--- src/common/dmx_params.svh ---
// Constants of the data-move execution block: opcodes, field positions, address maps and reset values.
`ifndef DMX_PARAMS_SVH
`define DMX_PARAMS_SVH

// ****************************************************************
// Opcode patterns
// ****************************************************************
`define DMX_OP_LOAD_BANK 8'h01
`define DMX_OP_LOAD_WORK 8'h0E
`define DMX_OP_STORE_W 7'h37
`define DMX_OP_COPY_SRC 4'hC
`define DMX_OP_COPY_DST 4'hF

// ****************************************************************
// Field positions and widths
// ****************************************************************
`define DMX_ACCESS_BIT 8
`define DMX_BANK_LOW_W 4

// ****************************************************************
// Address map
// ****************************************************************
`define DMX_INDEX_LIMIT 8'h5F
`define DMX_ACCESS_SPLIT 8'h80
`define DMX_ACCESS_SPLIT_EXT 8'h60
`define DMX_ACCESS_HIGH_BANK 4'hF
`define DMX_UPPER_ZERO 4'h0

// ****************************************************************
// Reset values
// ****************************************************************
`define DMX_RST_BYTE 8'h00
`define DMX_RST_ADDR 12'h000
`define DMX_RST_WORD 16'h0000

`endif

--- src/common/dmx_pkg.sv ---
// Types shared by the data-move execution block.
package dmx_pkg;

  // Phase of the instruction cycle.
  typedef enum logic [1:0] {
    DMX_Q1 = 2'b00,
    DMX_Q2 = 2'b01,
    DMX_Q3 = 2'b10,
    DMX_Q4 = 2'b11
  } dmx_phase_t;

  // Instruction being executed in the current cycle.
  typedef enum logic [2:0] {
    DMX_NONE = 3'b000,
    DMX_LOAD_BANK = 3'b001,
    DMX_LOAD_WORK = 3'b010,
    DMX_STORE_W = 3'b011,
    DMX_COPY_SRC = 3'b100,
    DMX_COPY_DST = 3'b101
  } dmx_op_t;

endpackage

--- src/verilog/dmx_phase.sv ---
// Four-phase sequencer that splits each instruction cycle into Q1 to Q4.
`timescale 1ns/100ps
module dmx_phase
  import dmx_pkg::*;
(
  // Clock and reset.
  input wire logic clk,
  input wire logic rstn,
  // Current phase.
  output dmx_phase_t phase
);

  // Step through the four phases, one per clock, starting at Q1 after reset.
  always_ff @(posedge clk or negedge rstn) begin
    if (!rstn) begin
      phase <= DMX_Q1;
    end else begin
      case (phase)
        DMX_Q1: phase <= DMX_Q2;
        DMX_Q2: phase <= DMX_Q3;
        DMX_Q3: phase <= DMX_Q4;
        DMX_Q4: phase <= DMX_Q1;
        default: phase <= DMX_Q1;
      endcase
    end
  end

endmodule

--- src/verilog/dmx_exec.sv ---
// Decode and execute logic for the literal-load, store-working and file-to-file copy instructions.
`timescale 1ns/100ps
`include "dmx_params.svh"
module dmx_exec
  import dmx_pkg::*;
(
  // Clock and reset.
  input wire logic clk,
  input wire logic rstn,
  // Instruction word from the fetch unit, sampled in Q1.
  input wire logic [15:0] instr,
  input wire logic instr_valid,
  // Core configuration and pointer used for indexed offset addressing.
  input wire logic ext_set_en,
  input wire logic [11:0] index_base,
  // Data memory port.
  output logic [11:0] mem_addr,
  output logic mem_re,
  output logic mem_we,
  output logic [7:0] mem_wdata,
  input wire logic [7:0] mem_rdata,
  // Core state and status.
  output logic [7:0] working_reg,
  output logic [7:0] bank_select_register,
  output logic status_we,
  output dmx_phase_t phase,
  output logic second_word_due,
  output logic decode_miss
);

  // ****************************************************************
  // Address formation
  // ****************************************************************

  // Forms the 12-bit data address of a one-word byte instruction.
  function automatic logic [11:0] dmx_file_addr(input logic acc, input logic [7:0] f, input logic [7:0] bank,
                                                input logic ext, input logic [11:0] base);
    logic [11:0] addr;
    addr = {bank[`DMX_BANK_LOW_W-1:0], f};
    if (!acc) begin
      if (ext && f <= `DMX_INDEX_LIMIT) begin
        addr = base + {4'h0, f};
      end else if (!ext && f < `DMX_ACCESS_SPLIT) begin
        addr = {4'h0, f};
      end else if (ext && f < `DMX_ACCESS_SPLIT_EXT) begin
        addr = {4'h0, f};
      end else begin
        addr = {`DMX_ACCESS_HIGH_BANK, f};
      end
    end
    return addr;
  endfunction

  // ****************************************************************
  // Phase sequencer
  // ****************************************************************

  dmx_phase u_phase (
    .clk(clk),
    .rstn(rstn),
    .phase(phase)
  );

  // ****************************************************************
  // Decode
  // ****************************************************************

  dmx_op_t op;
  dmx_op_t next_op;
  logic [15:0] ir;
  logic [11:0] copy_src;
  logic [7:0] copy_data;

  // Classifies the word offered in Q1; a copy destination word is honoured only after a source word.
  always_comb begin
    next_op = DMX_NONE;
    if (instr_valid) begin
      if (op == DMX_COPY_SRC) begin
        if (instr[15:12] == `DMX_OP_COPY_DST) begin
          next_op = DMX_COPY_DST;
        end
      end else if (instr[15:8] == `DMX_OP_LOAD_BANK) begin
        next_op = DMX_LOAD_BANK;
      end else if (instr[15:8] == `DMX_OP_LOAD_WORK) begin
        next_op = DMX_LOAD_WORK;
      end else if (instr[15:9] == `DMX_OP_STORE_W) begin
        next_op = DMX_STORE_W;
      end else if (instr[15:12] == `DMX_OP_COPY_SRC) begin
        next_op = DMX_COPY_SRC;
      end
    end
  end

  // Latches the instruction and its class at the end of Q1.
  always_ff @(posedge clk or negedge rstn) begin
    if (!rstn) begin
      op <= DMX_NONE;
      ir <= `DMX_RST_WORD;
    end else if (phase == DMX_Q1) begin
      op <= next_op;
      ir <= instr;
    end
  end

  // Flags words that this block does not execute, one pulse per Q1.
  always_ff @(posedge clk or negedge rstn) begin
    if (!rstn) begin
      decode_miss <= 1'b0;
    end else begin
      decode_miss <= (phase == DMX_Q1) && instr_valid && (next_op == DMX_NONE);
    end
  end

  // Tells the fetch unit that the next word belongs to a copy in progress.
  always_ff @(posedge clk or negedge rstn) begin
    if (!rstn) begin
      second_word_due <= 1'b0;
    end else if (phase == DMX_Q1) begin
      second_word_due <= (next_op == DMX_COPY_SRC);
    end
  end

  // ****************************************************************
  // Core registers
  // ****************************************************************

  // Loads the bank select register with the low nibble only, at the end of Q4.
  always_ff @(posedge clk or negedge rstn) begin
    if (!rstn) begin
      bank_select_register <= `DMX_RST_BYTE;
    end else if (phase == DMX_Q4 && op == DMX_LOAD_BANK) begin
      bank_select_register <= {`DMX_UPPER_ZERO, ir[`DMX_BANK_LOW_W-1:0]};
    end
  end

  // Loads the working register from the literal at the end of Q4.
  always_ff @(posedge clk or negedge rstn) begin
    if (!rstn) begin
      working_reg <= `DMX_RST_BYTE;
    end else if (phase == DMX_Q4 && op == DMX_LOAD_WORK) begin
      working_reg <= ir[7:0];
    end
  end

  // None of these instructions ever updates the arithmetic flags.
  always_ff @(posedge clk or negedge rstn) begin
    if (!rstn) begin
      status_we <= 1'b0;
    end else begin
      status_we <= 1'b0;
    end
  end

  // ****************************************************************
  // Copy source capture
  // ****************************************************************

  // Keeps the source address of a copy from the end of its first Q1.
  always_ff @(posedge clk or negedge rstn) begin
    if (!rstn) begin
      copy_src <= `DMX_RST_ADDR;
    end else if (phase == DMX_Q1 && next_op == DMX_COPY_SRC) begin
      copy_src <= instr[11:0];
    end
  end

  // Captures the source byte while the read strobe is up in Q3 of the first cycle.
  always_ff @(posedge clk or negedge rstn) begin
    if (!rstn) begin
      copy_data <= `DMX_RST_BYTE;
    end else if (phase == DMX_Q3 && op == DMX_COPY_SRC) begin
      copy_data <= mem_rdata;
    end
  end

  // ****************************************************************
  // Data memory port
  // ****************************************************************

  // Raises the read strobe for Q3 of a copy's first cycle only; the second cycle never reads.
  always_ff @(posedge clk or negedge rstn) begin
    if (!rstn) begin
      mem_re <= 1'b0;
    end else begin
      mem_re <= (phase == DMX_Q2) && (op == DMX_COPY_SRC);
    end
  end

  // Raises the write strobe for the cycle after Q4 of a store or a copy's second cycle.
  always_ff @(posedge clk or negedge rstn) begin
    if (!rstn) begin
      mem_we <= 1'b0;
    end else begin
      mem_we <= (phase == DMX_Q4) && (op == DMX_STORE_W || op == DMX_COPY_DST);
    end
  end

  // Drives the address and write data that go with each strobe.
  always_ff @(posedge clk or negedge rstn) begin
    if (!rstn) begin
      mem_addr <= `DMX_RST_ADDR;
      mem_wdata <= `DMX_RST_BYTE;
    end else if (phase == DMX_Q2 && op == DMX_COPY_SRC) begin
      mem_addr <= copy_src;
    end else if (phase == DMX_Q4 && op == DMX_STORE_W) begin
      mem_addr <= dmx_file_addr(ir[`DMX_ACCESS_BIT], ir[7:0], bank_select_register, ext_set_en,
                                index_base);
      mem_wdata <= working_reg;
    end else if (phase == DMX_Q4 && op == DMX_COPY_DST) begin
      mem_addr <= ir[11:0];
      mem_wdata <= copy_data;
    end
  end

endmodule

--- config.mk ---
export PLATFORM = sky130hd
export DESIGN_NAME = dmx_exec
export DESIGN_NICKNAME = d
export VERILOG_FILES = /design/src/common/dmx_pkg.sv /design/src/verilog/dmx_phase.sv /design/src/verilog/dmx_exec.sv
export VERILOG_INCLUDE_DIRS = /design/src /design/src/common
export SDC_FILE = /design/constraint.sdc
export NUM_CORES = 1
export LEC_CHECK = 0
export BUFFER_PORTS_ARGS = -buffer_cell sky130_fd_sc_hd__buf_2
export CELL_PAD_IN_SITES_DETAIL_PLACEMENT = 0
export CELL_PAD_IN_SITES_GLOBAL_PLACEMENT = 2
export CORE_MARGIN = 10
export CORE_UTILIZATION = 35
export CTS_BUF_LIST = sky130_fd_sc_hd__clkbuf_16
export CTS_CLUSTER_DIAMETER = 120
export DETAILED_ROUTE_END_ITERATION = 8
export PLACE_DENSITY = 0.83
export SLEW_MARGIN = 20
export SYNTH_ARGS = -nofsm -noshare
export SYNTH_HDL_FRONTEND = slang
export SYNTH_SLANG_ARGS = --single-unit
--- constraint.sdc ---
create_clock -name clk -period 2.8 [get_ports clk]
set_clock_uncertainty 0.15 [all_clocks]
set_input_delay 0.56 -clock clk [delete_from_list [all_inputs] [get_ports clk]]
set_output_delay 0.56 -clock clk [all_outputs]
set_load 0.05 [all_outputs]
# == Word-level counts from Yosys, hierarchy flattened ==
# Cells that the tools add are included.
# totals
ff_bits,73
in_bits,40
output_inout_bits,43
wordCells,69
# classes
addsub,1
order_cmp,3
eq_ne,14
n_mux,17
bitwise,1
n_reduce_logical,20
# op_table
cell,n
two-way mux 12 bit,7
two-way mux 3 bit,7
two-way mux 8 bit,2
logical AND 1 bit,13
adder 12 x 8 -> 12 bit,1
"equality test 3 bit, second input constant",3
"equality test 4 bit, second input constant",2
"equality test 8 x 1 -> 1 bit, second input constant",1
"equality test 8 x 4 -> 1 bit, second input constant",1
"less-or-equal comparator 8 x 7 -> 1 bit, second input constant",1
"less-than comparator 8 x 7 -> 1 bit, second input constant",1
"less-than comparator 8 bit, second input constant",1
one-hot mux 2 bit (4 select lines),1
"equality test 7 x 6 -> 1 bit, second input constant",1
"equality test 3 x 2 -> 1 bit, second input constant",2
"equality test 2 bit, second input constant",2
"equality test 3 x 1 -> 1 bit, second input constant",1
zero test 3 bit,1
nonzero test 3 bit,1
"equality test 2 x 1 -> 1 bit, second input constant",1
zero test 2 bit,1
AND reduction 2 bit,1
nonzero test 2 bit,1
zero test 1 bit,1
2 further kinds,2

# == Depth between registers and ports, before layout ==
# Gate-level depths: netlist of run 1.
# logic_depth
word_depth,9
ltp_mapped,9
mapped_depth_nobuf,9

# == Cells and area by module ==
# From an unflattened synthesis of run 1, not the netlist that was laid out.
# hier_totals
cells_unflattened,354
hier_area_um2,3772.4
# modules_own_cells
mod,instances,cells_each,area_per_inst_um2,seq_area_each_um2
dmx_exec,1,347,3683.5,1776.7
dmx_phase,1,7,88.8,50.0

# == Worst setup path before layout of run 1 ==
# Ideal clock, no wire load.
# synth_timing
kind,input port to flip-flop
startpoint,input index_base[0]
endpoint,register mem_addr[10]
setup_time_ns,0.131
t_arrival_ns,1.944
t_required_ns,2.519
setup_slack_ns,0.574
stages,9
path_buffers,0
cell_sequence,ha_1 inv_1 fa_1 nor2b_1 o31ai_1 a31oi_1 xor2_1 a221oi_1 o31ai_1
# synth_via
elab_chain_len,5
# synth_lines
element,line,source
"start, declared",dmx_exec.sv:15,"input wire logic [11:0] index_base,"
adder 12 x 8 -> 12 bit,dmx_exec.sv:42,"addr = base + {4'h0, f};"
two-way mux 12 bit,dmx_exec.sv:41,if (ext && f <= `DMX_INDEX_LIMIT) begin
two-way mux 12 bit,dmx_exec.sv:40,if (!acc) begin
two-way mux 12 bit,dmx_exec.sv:205,end else if (phase == DMX_Q4 && op == DMX_STORE_W) begin
two-way mux 12 bit,dmx_exec.sv:203,end else if (phase == DMX_Q2 && op == DMX_COPY_SRC) begin
"end signal, assigned",dmx_exec.sv:204,mem_addr <= copy_src;
"end signal, assigned",dmx_exec.sv:206,"mem_addr <= dmx_file_addr(ir[`DMX_ACCESS_BIT], ir[7:0], bank_select_register, ext_set_en,"
"end signal, assigned",dmx_exec.sv:210,mem_addr <= ir[11:0];
"end, declared",dmx_exec.sv:17,"output logic [11:0] mem_addr,"
# No other way between the ends.
# A chain may end at the register's enable or synchronous reset.

# == Worst setup path in the final report of run 1 ==
# layout_timing
startpoint,register ir[0]
endpoint,register mem_addr[10]
# layout_via
elab_chain_len,8
word_cells_on_any_way,13
cone_classes,1 x add/sub; 3 x order compare; 6 x mux; 3 x reduce/logical
# layout_lines
element,line,source
"start, declared",dmx_exec.sv:70,logic [15:0] ir;
"start signal, assigned",dmx_exec.sv:98,ir <= `DMX_RST_WORD;
"start signal, assigned",dmx_exec.sv:101,ir <= instr;
less-than comparator 8 x 7 -> 1 bit (no source line),-,
logical AND 1 bit (no source line),-,
two-way mux 12 bit,dmx_exec.sv:45,end else if (ext && f < `DMX_ACCESS_SPLIT_EXT) begin
two-way mux 12 bit,dmx_exec.sv:43,end else if (!ext && f < `DMX_ACCESS_SPLIT) begin
two-way mux 12 bit *,dmx_exec.sv:41,
two-way mux 12 bit *,dmx_exec.sv:40,
two-way mux 12 bit *,dmx_exec.sv:205,
two-way mux 12 bit *,dmx_exec.sv:203,
# Mark *: on every way between the ends. The rest lies on a longest branch, timed or not.

==> metrics.log, run 1 <==
[metrics] status: complete, no violations
[metrics] FF+latch count, synth: 73
[metrics] path category of the worst min-delay check: input pin to flop
[metrics] launch instance of the worst register-to-register path: ir[0]$_DFFE_PN0N_
[metrics] share of flip-flops with an asynchronous set or reset: 100%
[metrics] final slew viol count: 0
[metrics] Final Wtd Congestion: 0.811
[metrics] Post-DRT Antenna Nets: 0
[metrics] total power density per cell area: 593 nW/um^2
[metrics] Setup TNS Final: 0 ns
[metrics] global routing met1 resource utilization: 16.8%
[metrics] switching portion of total power: 27.8%
[metrics] startpoint of the most critical hold path: mem_rdata[0]
[metrics] clock network power share: 40.4%
[metrics] share of synthesized area occupied by flip-flops and latches: 48.9%
[metrics] Max H-tree Level: 3
[metrics] Static Leak: 2.25 nW
[metrics] number of I/O port buffers: 77
[metrics] number of global-route vias before repair: 2956
[metrics] number of DRC violations after detailed routing: 0
[metrics] clock transition at the register clock pins on the worst setup and hold paths after CTS: 0.06 ns
[metrics] met2 usage in global routing: 20.7%
[metrics] average wire per cell in the routed design: 17.3 um
[metrics] Sink Count: 73
[metrics] arrival time worst endpoint: 2.36 ns
[metrics] R2R Path End: mem_addr[10]$_DFFE_PN0P_
[metrics] antenna violations before repair: 0
[metrics] global route overflow: 0
[metrics] routed via count: 2786
[metrics] total of warnings raised by yosys: 0
[metrics] destination of the worst hold path: copy_data[0]$_DFFE_PN0P_
[metrics] vias per inst: 5.01
[metrics] layer carrying the most global-route usage: met2
[metrics] worst setup path category: flop to flop
[metrics] met3 Usage GRT: 3.74%
[metrics] Synth Instances: 329
[metrics] final wirelength: 9630 um
[metrics] Placement Rows: 37
[metrics] Peak supply drop: 0.232 mV
[metrics] data required time at the worst endpoint: 2.85 ns
[metrics] insertion delay of the later-clocked pin in the worst-skew pair: 0.33 ns
[metrics] number of buffers created by CTS: 9
[metrics] x dimension of the die: 123 um
[metrics] Worst Setup Start Kind: flop
[metrics] registers with the most flip-flops: copy_src (12), ir (12), mem_addr (12)
[metrics] total power consumption of the routed design: 2.72 mW
[metrics] number of antenna repair diodes: 0
[metrics] Logic pwr share: 16.1%
[metrics] min cycle time layout: 2.31 ns
[metrics] die height: 123 um
[metrics] ys flop type: dfrtp_1
[metrics] commonest cells after routing, fill and taps aside: buf_2, dfrtp_1, mux2_2
[metrics] Worst Path Max Fanout: 5
[metrics] HPWL Detailed: 7410 um
[metrics] portion of total power attributed to sequential cells: 43.5%
[metrics] clock tree from TritonCTS: yes
[metrics] register-to-register setup slack: 0.49 ns
[metrics] post-synthesis cell type count: 57
[metrics] count of maximum capacitance violations: 0
[metrics] synthesized area: 3740 um^2
[metrics] unrepaired setup endpoints after global routing: no
[metrics] mean instance size in the synthesized netlist: 11.4 um^2
[metrics] share of the clock period used by the worst path after layout: 82.3%
[metrics] total core area: 10400 um^2
[metrics] reg2reg path depth: 9
[metrics] initial detailed-routing violation count: 201
[metrics] number of synthesized flops with an enable pin: 0
[metrics] Total Routing Usage GR: 13.0%
[metrics] largest net degree at the start of global routing: 42
[metrics] Clock Root Buffer: clkbuf_16
[metrics] global-route wire length before repair: 15600 um
[metrics] Worst Max-Slew Pin Slew: 0.500 ns
[metrics] I/O pin count: 83
[metrics] worst-case headroom to the max-slew limit: 66.6%
[metrics] beginning of the critical path: ir[0]$_DFFE_PN0N_
[metrics] Max Clk Rate: 434 MHz
[metrics] endpoints failing setup: 0
[metrics] leading cell type in the layout, fill and taps excluded: buf_2
[metrics] endpoint kind of the worst setup timing path: flop
[metrics] internal power: 1.96 mW
[metrics] number of hold-slack violations in the final timing report: 0
[metrics] layout net count: 470
[metrics] ratio of cells with drive above 1 in the final layout: 37.1%
[metrics] die footprint: 15200 um^2
[metrics] Layout area overhead: 22.7%
[metrics] detailed-routing iteration count for the pre-antenna-repair pass: 4
[metrics] Bufs on Longest Clock Path: 2
[metrics] Initial Util: 36.0%
[metrics] Sw Pwr: 756 uW
[metrics] depth of the worst hold-timing path: 2
## area by class of cell
cell class	instances	area, um^2
Tap cell	136	170
Timing Repair Buffer	90	498
Clock buffer	9	225
Clock inverter	6	60.1
Sequential cell	73	1830
Multi-Input combinational cell	229	1760
Inverter	13	48.8
Fill cell	1016	5780
## what timing repair did
item	in CTS	in global routing
gates resized for setup	0	0
hold endpoints to repair	5	0
setup buffers	0	0
hold buffers	1	0
## cell usage after synthesis (2+ instances only)
master / n / area (um^2)
mux2i_1: 9 / 90.1
a222oi_1: 2 / 20.0
o21ai_0: 24 / 120
nor2b_1: 3 / 18.8
a21oi_1: 18 / 90.1
and4_2: 2 / 20.0
nand2_1: 30 / 113
nor4b_1: 2 / 17.5
buf_4: 7 / 52.6
clkbuf_1: 7 / 26.3
ha_1: 13 / 163
a22oi_1: 4 / 30.0
o21a_1: 2 / 15.0
and2_1: 2 / 12.5
mux2_4: 10 / 150
a221oi_1: 2 / 17.5
dfrtp_1: 73 / 1830
a211oi_1: 2 / 15.0
o31ai_1: 3 / 22.5
nor2_1: 9 / 33.8
buf_2: 2 / 10.0
nor3_1: 3 / 15.0
xor2_1: 6 / 52.6
o211ai_1: 7 / 52.6
inv_1: 12 / 45.0
nand3_1: 9 / 45.0
nand4_1: 4 / 25.0
xnor2_1: 3 / 26.3
mux2_2: 31 / 349
## through the flow
step                hold slack, ns  std cells  setup slack [ns]  utilization (%)  cell area [um^2]
detailed placement           0.257        540             0.281             41.4              4290
global route                 0.304        556             0.312             44.2              4590
floorplan                    0.114        333             0.574                -              3750
finish                       0.309        556             0.495             44.2              4590
global placement             0.258        540             0.330             41.4              4290
CTS                          0.302        556             0.491             44.2              4590
## worst max path at each step
stage	end	slack, ns	depth (start not counted)
5_1_grt	mem_addr[11]$_DFFE_PN0P_	0.31	7
4_1_cts	mem_addr[10]$_DFFE_PN0P_	0.49	9
3_5_place_dp	mem_addr[10]$_DFFE_PN0P_	0.28	10
2_1_floorplan	mem_addr[10]$_DFFE_PN0P_	0.57	9
6_report	mem_addr[10]$_DFFE_PN0P_	0.49	9
3_3_place_gp	mem_addr[10]$_DFFE_PN0P_	0.33	10
## per-layer routing
| layer | share of wire [%] | wire, um | up-vias |
|---|---|---|---|
| li1 | - | - | 1355 |
| met1 | 47 | 4520 | 1360 |
| met2 | 47 | 4530 | 66 |
| met3 | 5.3 | 506 | 5 |
| met4 | 0.76 | 73 | 0 |
| met5 | 0 | 0 | - |
## power by group through the flow
stage	registers, mW	clock network [mW]	logic (mW)
after detailed placement	1.20	0	0.441
after global placement	1.20	0	0.437
after CTS	1.18	1.12	0.443
final	1.18	1.10	0.438
after floorplan	1.31	0	0.186
after global routing	1.19	1.17	0.481
## kinds of logic after synthesis
kind of cell / synth area share (%)
other cells: 0.100
compound gates: 12.8
flops: 48.9
buf+inv: 4.52
fa+ha+maj: 4.89
mux: 15.8
xor+xnor: 2.11
simple gates: 10.9
## worst max-delay path: stages (launching register included)
cell	delay, ns
dfrtp_1	0.42
ha_1	0.24
inv_1	0.07
fa_1	0.37
nor2b_1	0.19
o31ai_1	0.11
a31oi_1	0.17
xor2_1	0.10
a221oi_1	0.27
o31ai_1	0.10
Note: power is estimated with default switching activity, not from simulation.
==> inputs of run 2 (changes only) <==
clock period = 2.2 ns   (was 2.8 ns; I/O delays follow)
==> run 2 against run 1 <==
Sequential share of layout area down 2.4 points. Clock-buffer cell count unchanged. Final cell count up 3.8%. Cell area up 6.4%. Global-route usage up 0.60 points. Sequential power up 27%. Core utilization up 2.8 points. Flip-flop and latch count unchanged. Total power up 38%. Worst setup slack worse by 0.36 ns. Fmax up 12%.
==> metrics.log, run 2 (synthesized netlist as in run 1, its figures left out) <==
[metrics] Initial Util: 36.0%
[metrics] number of antenna repair diodes: 0
[metrics] number of I/O port buffers: 77
[metrics] registers with the most flip-flops: copy_src (12), ir (12), mem_addr (12)
[metrics] total core area: 10400 um^2
[metrics] number of DRC violations after detailed routing: 0
[metrics] startpoint of the most critical hold path: mem_rdata[1]
[metrics] I/O pin count: 83
[metrics] Worst Setup Start Kind: flop
[metrics] initial detailed-routing violation count: 145
[metrics] routed via count: 2873
[metrics] portion of total power attributed to sequential cells: 39.9%
[metrics] vias per inst: 4.98
[metrics] Post-DRT Antenna Nets: 0
[metrics] count of maximum capacitance violations: 0
[metrics] total power density per cell area: 771 nW/um^2
[metrics] Final Hold Slack: 0.189 ns
[metrics] unrepaired setup endpoints after global routing: yes
[metrics] Static Leak: 2.38 nW
[metrics] total power consumption of the routed design: 3.76 mW
[metrics] endpoints failing setup: 0
[metrics] global route overflow: 0
[metrics] Sink Count: 73
[metrics] number of hold-slack violations in the final timing report: 0
[metrics] register-to-register setup slack: 0.13 ns
[metrics] Peak supply drop: 0.369 mV
[metrics] data required time at the worst endpoint: 2.29 ns
[metrics] Slowest cell on crit path: fa_2
[metrics] Sw Pwr: 992 uW
[metrics] R2R Path End: mem_addr[10]$_DFFE_PN0P_
[metrics] endpoint kind of the worst setup timing path: flop
[metrics] internal power: 2.77 mW
[metrics] HPWL Detailed: 7580 um
[metrics] worst setup timing slack at the placement stage: -0.190 ns
[metrics] number of buffers created by CTS: 9
[metrics] Setup TNS Final: 0 ns
[metrics] delay contributed by the slowest stage of the critical path: 0.36 ns
[metrics] status: complete, no violations
[metrics] switching portion of total power: 26.4%
[metrics] clock tree from TritonCTS: yes
[metrics] average wire per cell in the routed design: 17.4 um
[metrics] reg2reg path depth: 9
[metrics] arrival time worst endpoint: 2.16 ns
[metrics] Max H-tree Level: 3
[metrics] final worst slack: 0.133 ns
[metrics] area of all placed cells without fillers: 4880 um^2
[metrics] antenna violations before repair: 0
[metrics] worst setup path category: flop to flop
[metrics] # fillers: 1001
[metrics] depth of the worst hold-timing path: 2
[metrics] utilization after layout: 47.0%
[metrics] clock transition at the register clock pins on the worst setup and hold paths after CTS: 0.06 ns
[metrics] layout net count: 490
[metrics] Worst Path Max Fanout: 3
[metrics] Layout area overhead: 30.5%
[metrics] final wirelength: 10000 um
[metrics] path category of the worst min-delay check: input pin to flop
[metrics] Logic pwr share: 16.3%
[metrics] Bufs on Longest Clock Path: 2
[metrics] number of global-route vias before repair: 3090
[metrics] leading cell type in the layout, fill and taps excluded: buf_2
[metrics] x dimension of the die: 123 um
[metrics] Final Wtd Congestion: 0.840
[metrics] largest net degree at the start of global routing: 74
[metrics] global-route wire length before repair: 16200 um
[metrics] min cycle time layout: 2.07 ns
[metrics] ratio of cells with drive above 1 in the final layout: 43.1%
[metrics] dpl cell area: 4430 um^2
[metrics] Placement Rows: 37
[metrics] die footprint: 15200 um^2
[metrics] commonest cells after routing, fill and taps aside: buf_2, dfrtp_1, mux2_2
[metrics] Max Clk Rate: 484 MHz
[metrics] final instance count without filler cells: 577
[metrics] share of the clock period used by the worst path after layout: 94.0%
[metrics] Total Routing Usage GR: 13.6%
[metrics] die height: 123 um
[metrics] clock network power share: 43.8%
[metrics] post-placement cell count: 558
[metrics] detailed-routing iteration count for the pre-antenna-repair pass: 4
[metrics] final slew viol count: 0
[metrics] insertion delay of the later-clocked pin in the worst-skew pair: 0.33 ns
[metrics] chain of cells forming the critical path: ha_2, inv_1, fa_2, nor2b_4, o31ai_2, a31oi_1, xor2_1, a221oi_2, o31ai_1
[metrics] destination of the worst hold path: copy_data[1]$_DFFE_PN0P_
[metrics] launch instance of the worst register-to-register path: ir[0]$_DFFE_PN0N_
[metrics] Clock Root Buffer: clkbuf_16
run 2: cell count changes in the layout (fill, tap and decap cells not counted), sizes merged:
cell	change
bufinv	+2
inv	+1
clkinv	-2
buf	+20
run 2: power groups by stage:
stage,combinational [mW],clock [mW],sequential [mW]
after floorplan,0.237,0,1.66
after global placement,0.589,0,1.52
after detailed placement,0.596,0,1.52
after CTS,0.598,1.69,1.50
after global routing,0.668,1.75,1.51
final,0.612,1.65,1.50
run 2: final cells by class:
class	instances	area [um^2]	share of cell area (%)
Timing Repair Buffer	110	661	13.5
Inverter	13	48.8	1.00
Tap cell	136	170	3.49
Clock buffer	9	225	4.62
Sequential cell	73	1830	37.5
Multi-Input combinational cell	229	1830	37.6
Clock inverter	7	110	2.26
run 2: how the worst max path moves through the flow:
stage,startpoint,end,slack [ns],cells past startpoint
6_report,ir[0]$_DFFE_PN0N_,mem_addr[10]$_DFFE_PN0P_,0.13,9
2_1_floorplan,u_phase.phase[0]$_DFF_PN0_,ir[10]$_DFFE_PN0N_,0.003,5
5_1_grt,ir[0]$_DFFE_PN0N_,mem_addr[10]$_DFFE_PN0P_,-0.02,9
3_3_place_gp,index_base[0],mem_addr[10]$_DFFE_PN0P_,-0.12,10
3_5_place_dp,index_base[0],mem_addr[10]$_DFFE_PN0P_,-0.19,10
4_1_cts,ir[1]$_DFFE_PN0N_,mem_addr[5]$_DFFE_PN0P_,0.008,7
run 2: layer usage:
metal  routed length [um]  vias up  part of all wire, %  global-route usage (%)
met5                    0        -                    0                       0
li1                     -     1389                    -                       -
met4                  104        0                  1.0                    3.78
met2                 4840       68                   48                    22.2
met3                  545        9                  5.4                    3.56
met1                 4530     1407                   45                    17.4
run 2: what timing repair did:
item	CTS	global route
hold buffers	1	0
hold endpoints to repair	4	0
pin swaps	2	3
setup endpoints to repair	13	7
setup buffers	1	1
gates resized for setup	0	18
run 2: worst max-delay path, delay by kind of cell (launching register included):
| kind | cells | cell delay [ns] |
|---|---|---|
| xor+xnor | 1 | 0.20 |
| buf+inv | 1 | 0.05 |
| compound gates | 4 | 0.54 |
| flops | 1 | 0.35 |
| simple gates | 1 | 0.15 |
| fa+ha+maj | 2 | 0.55 |
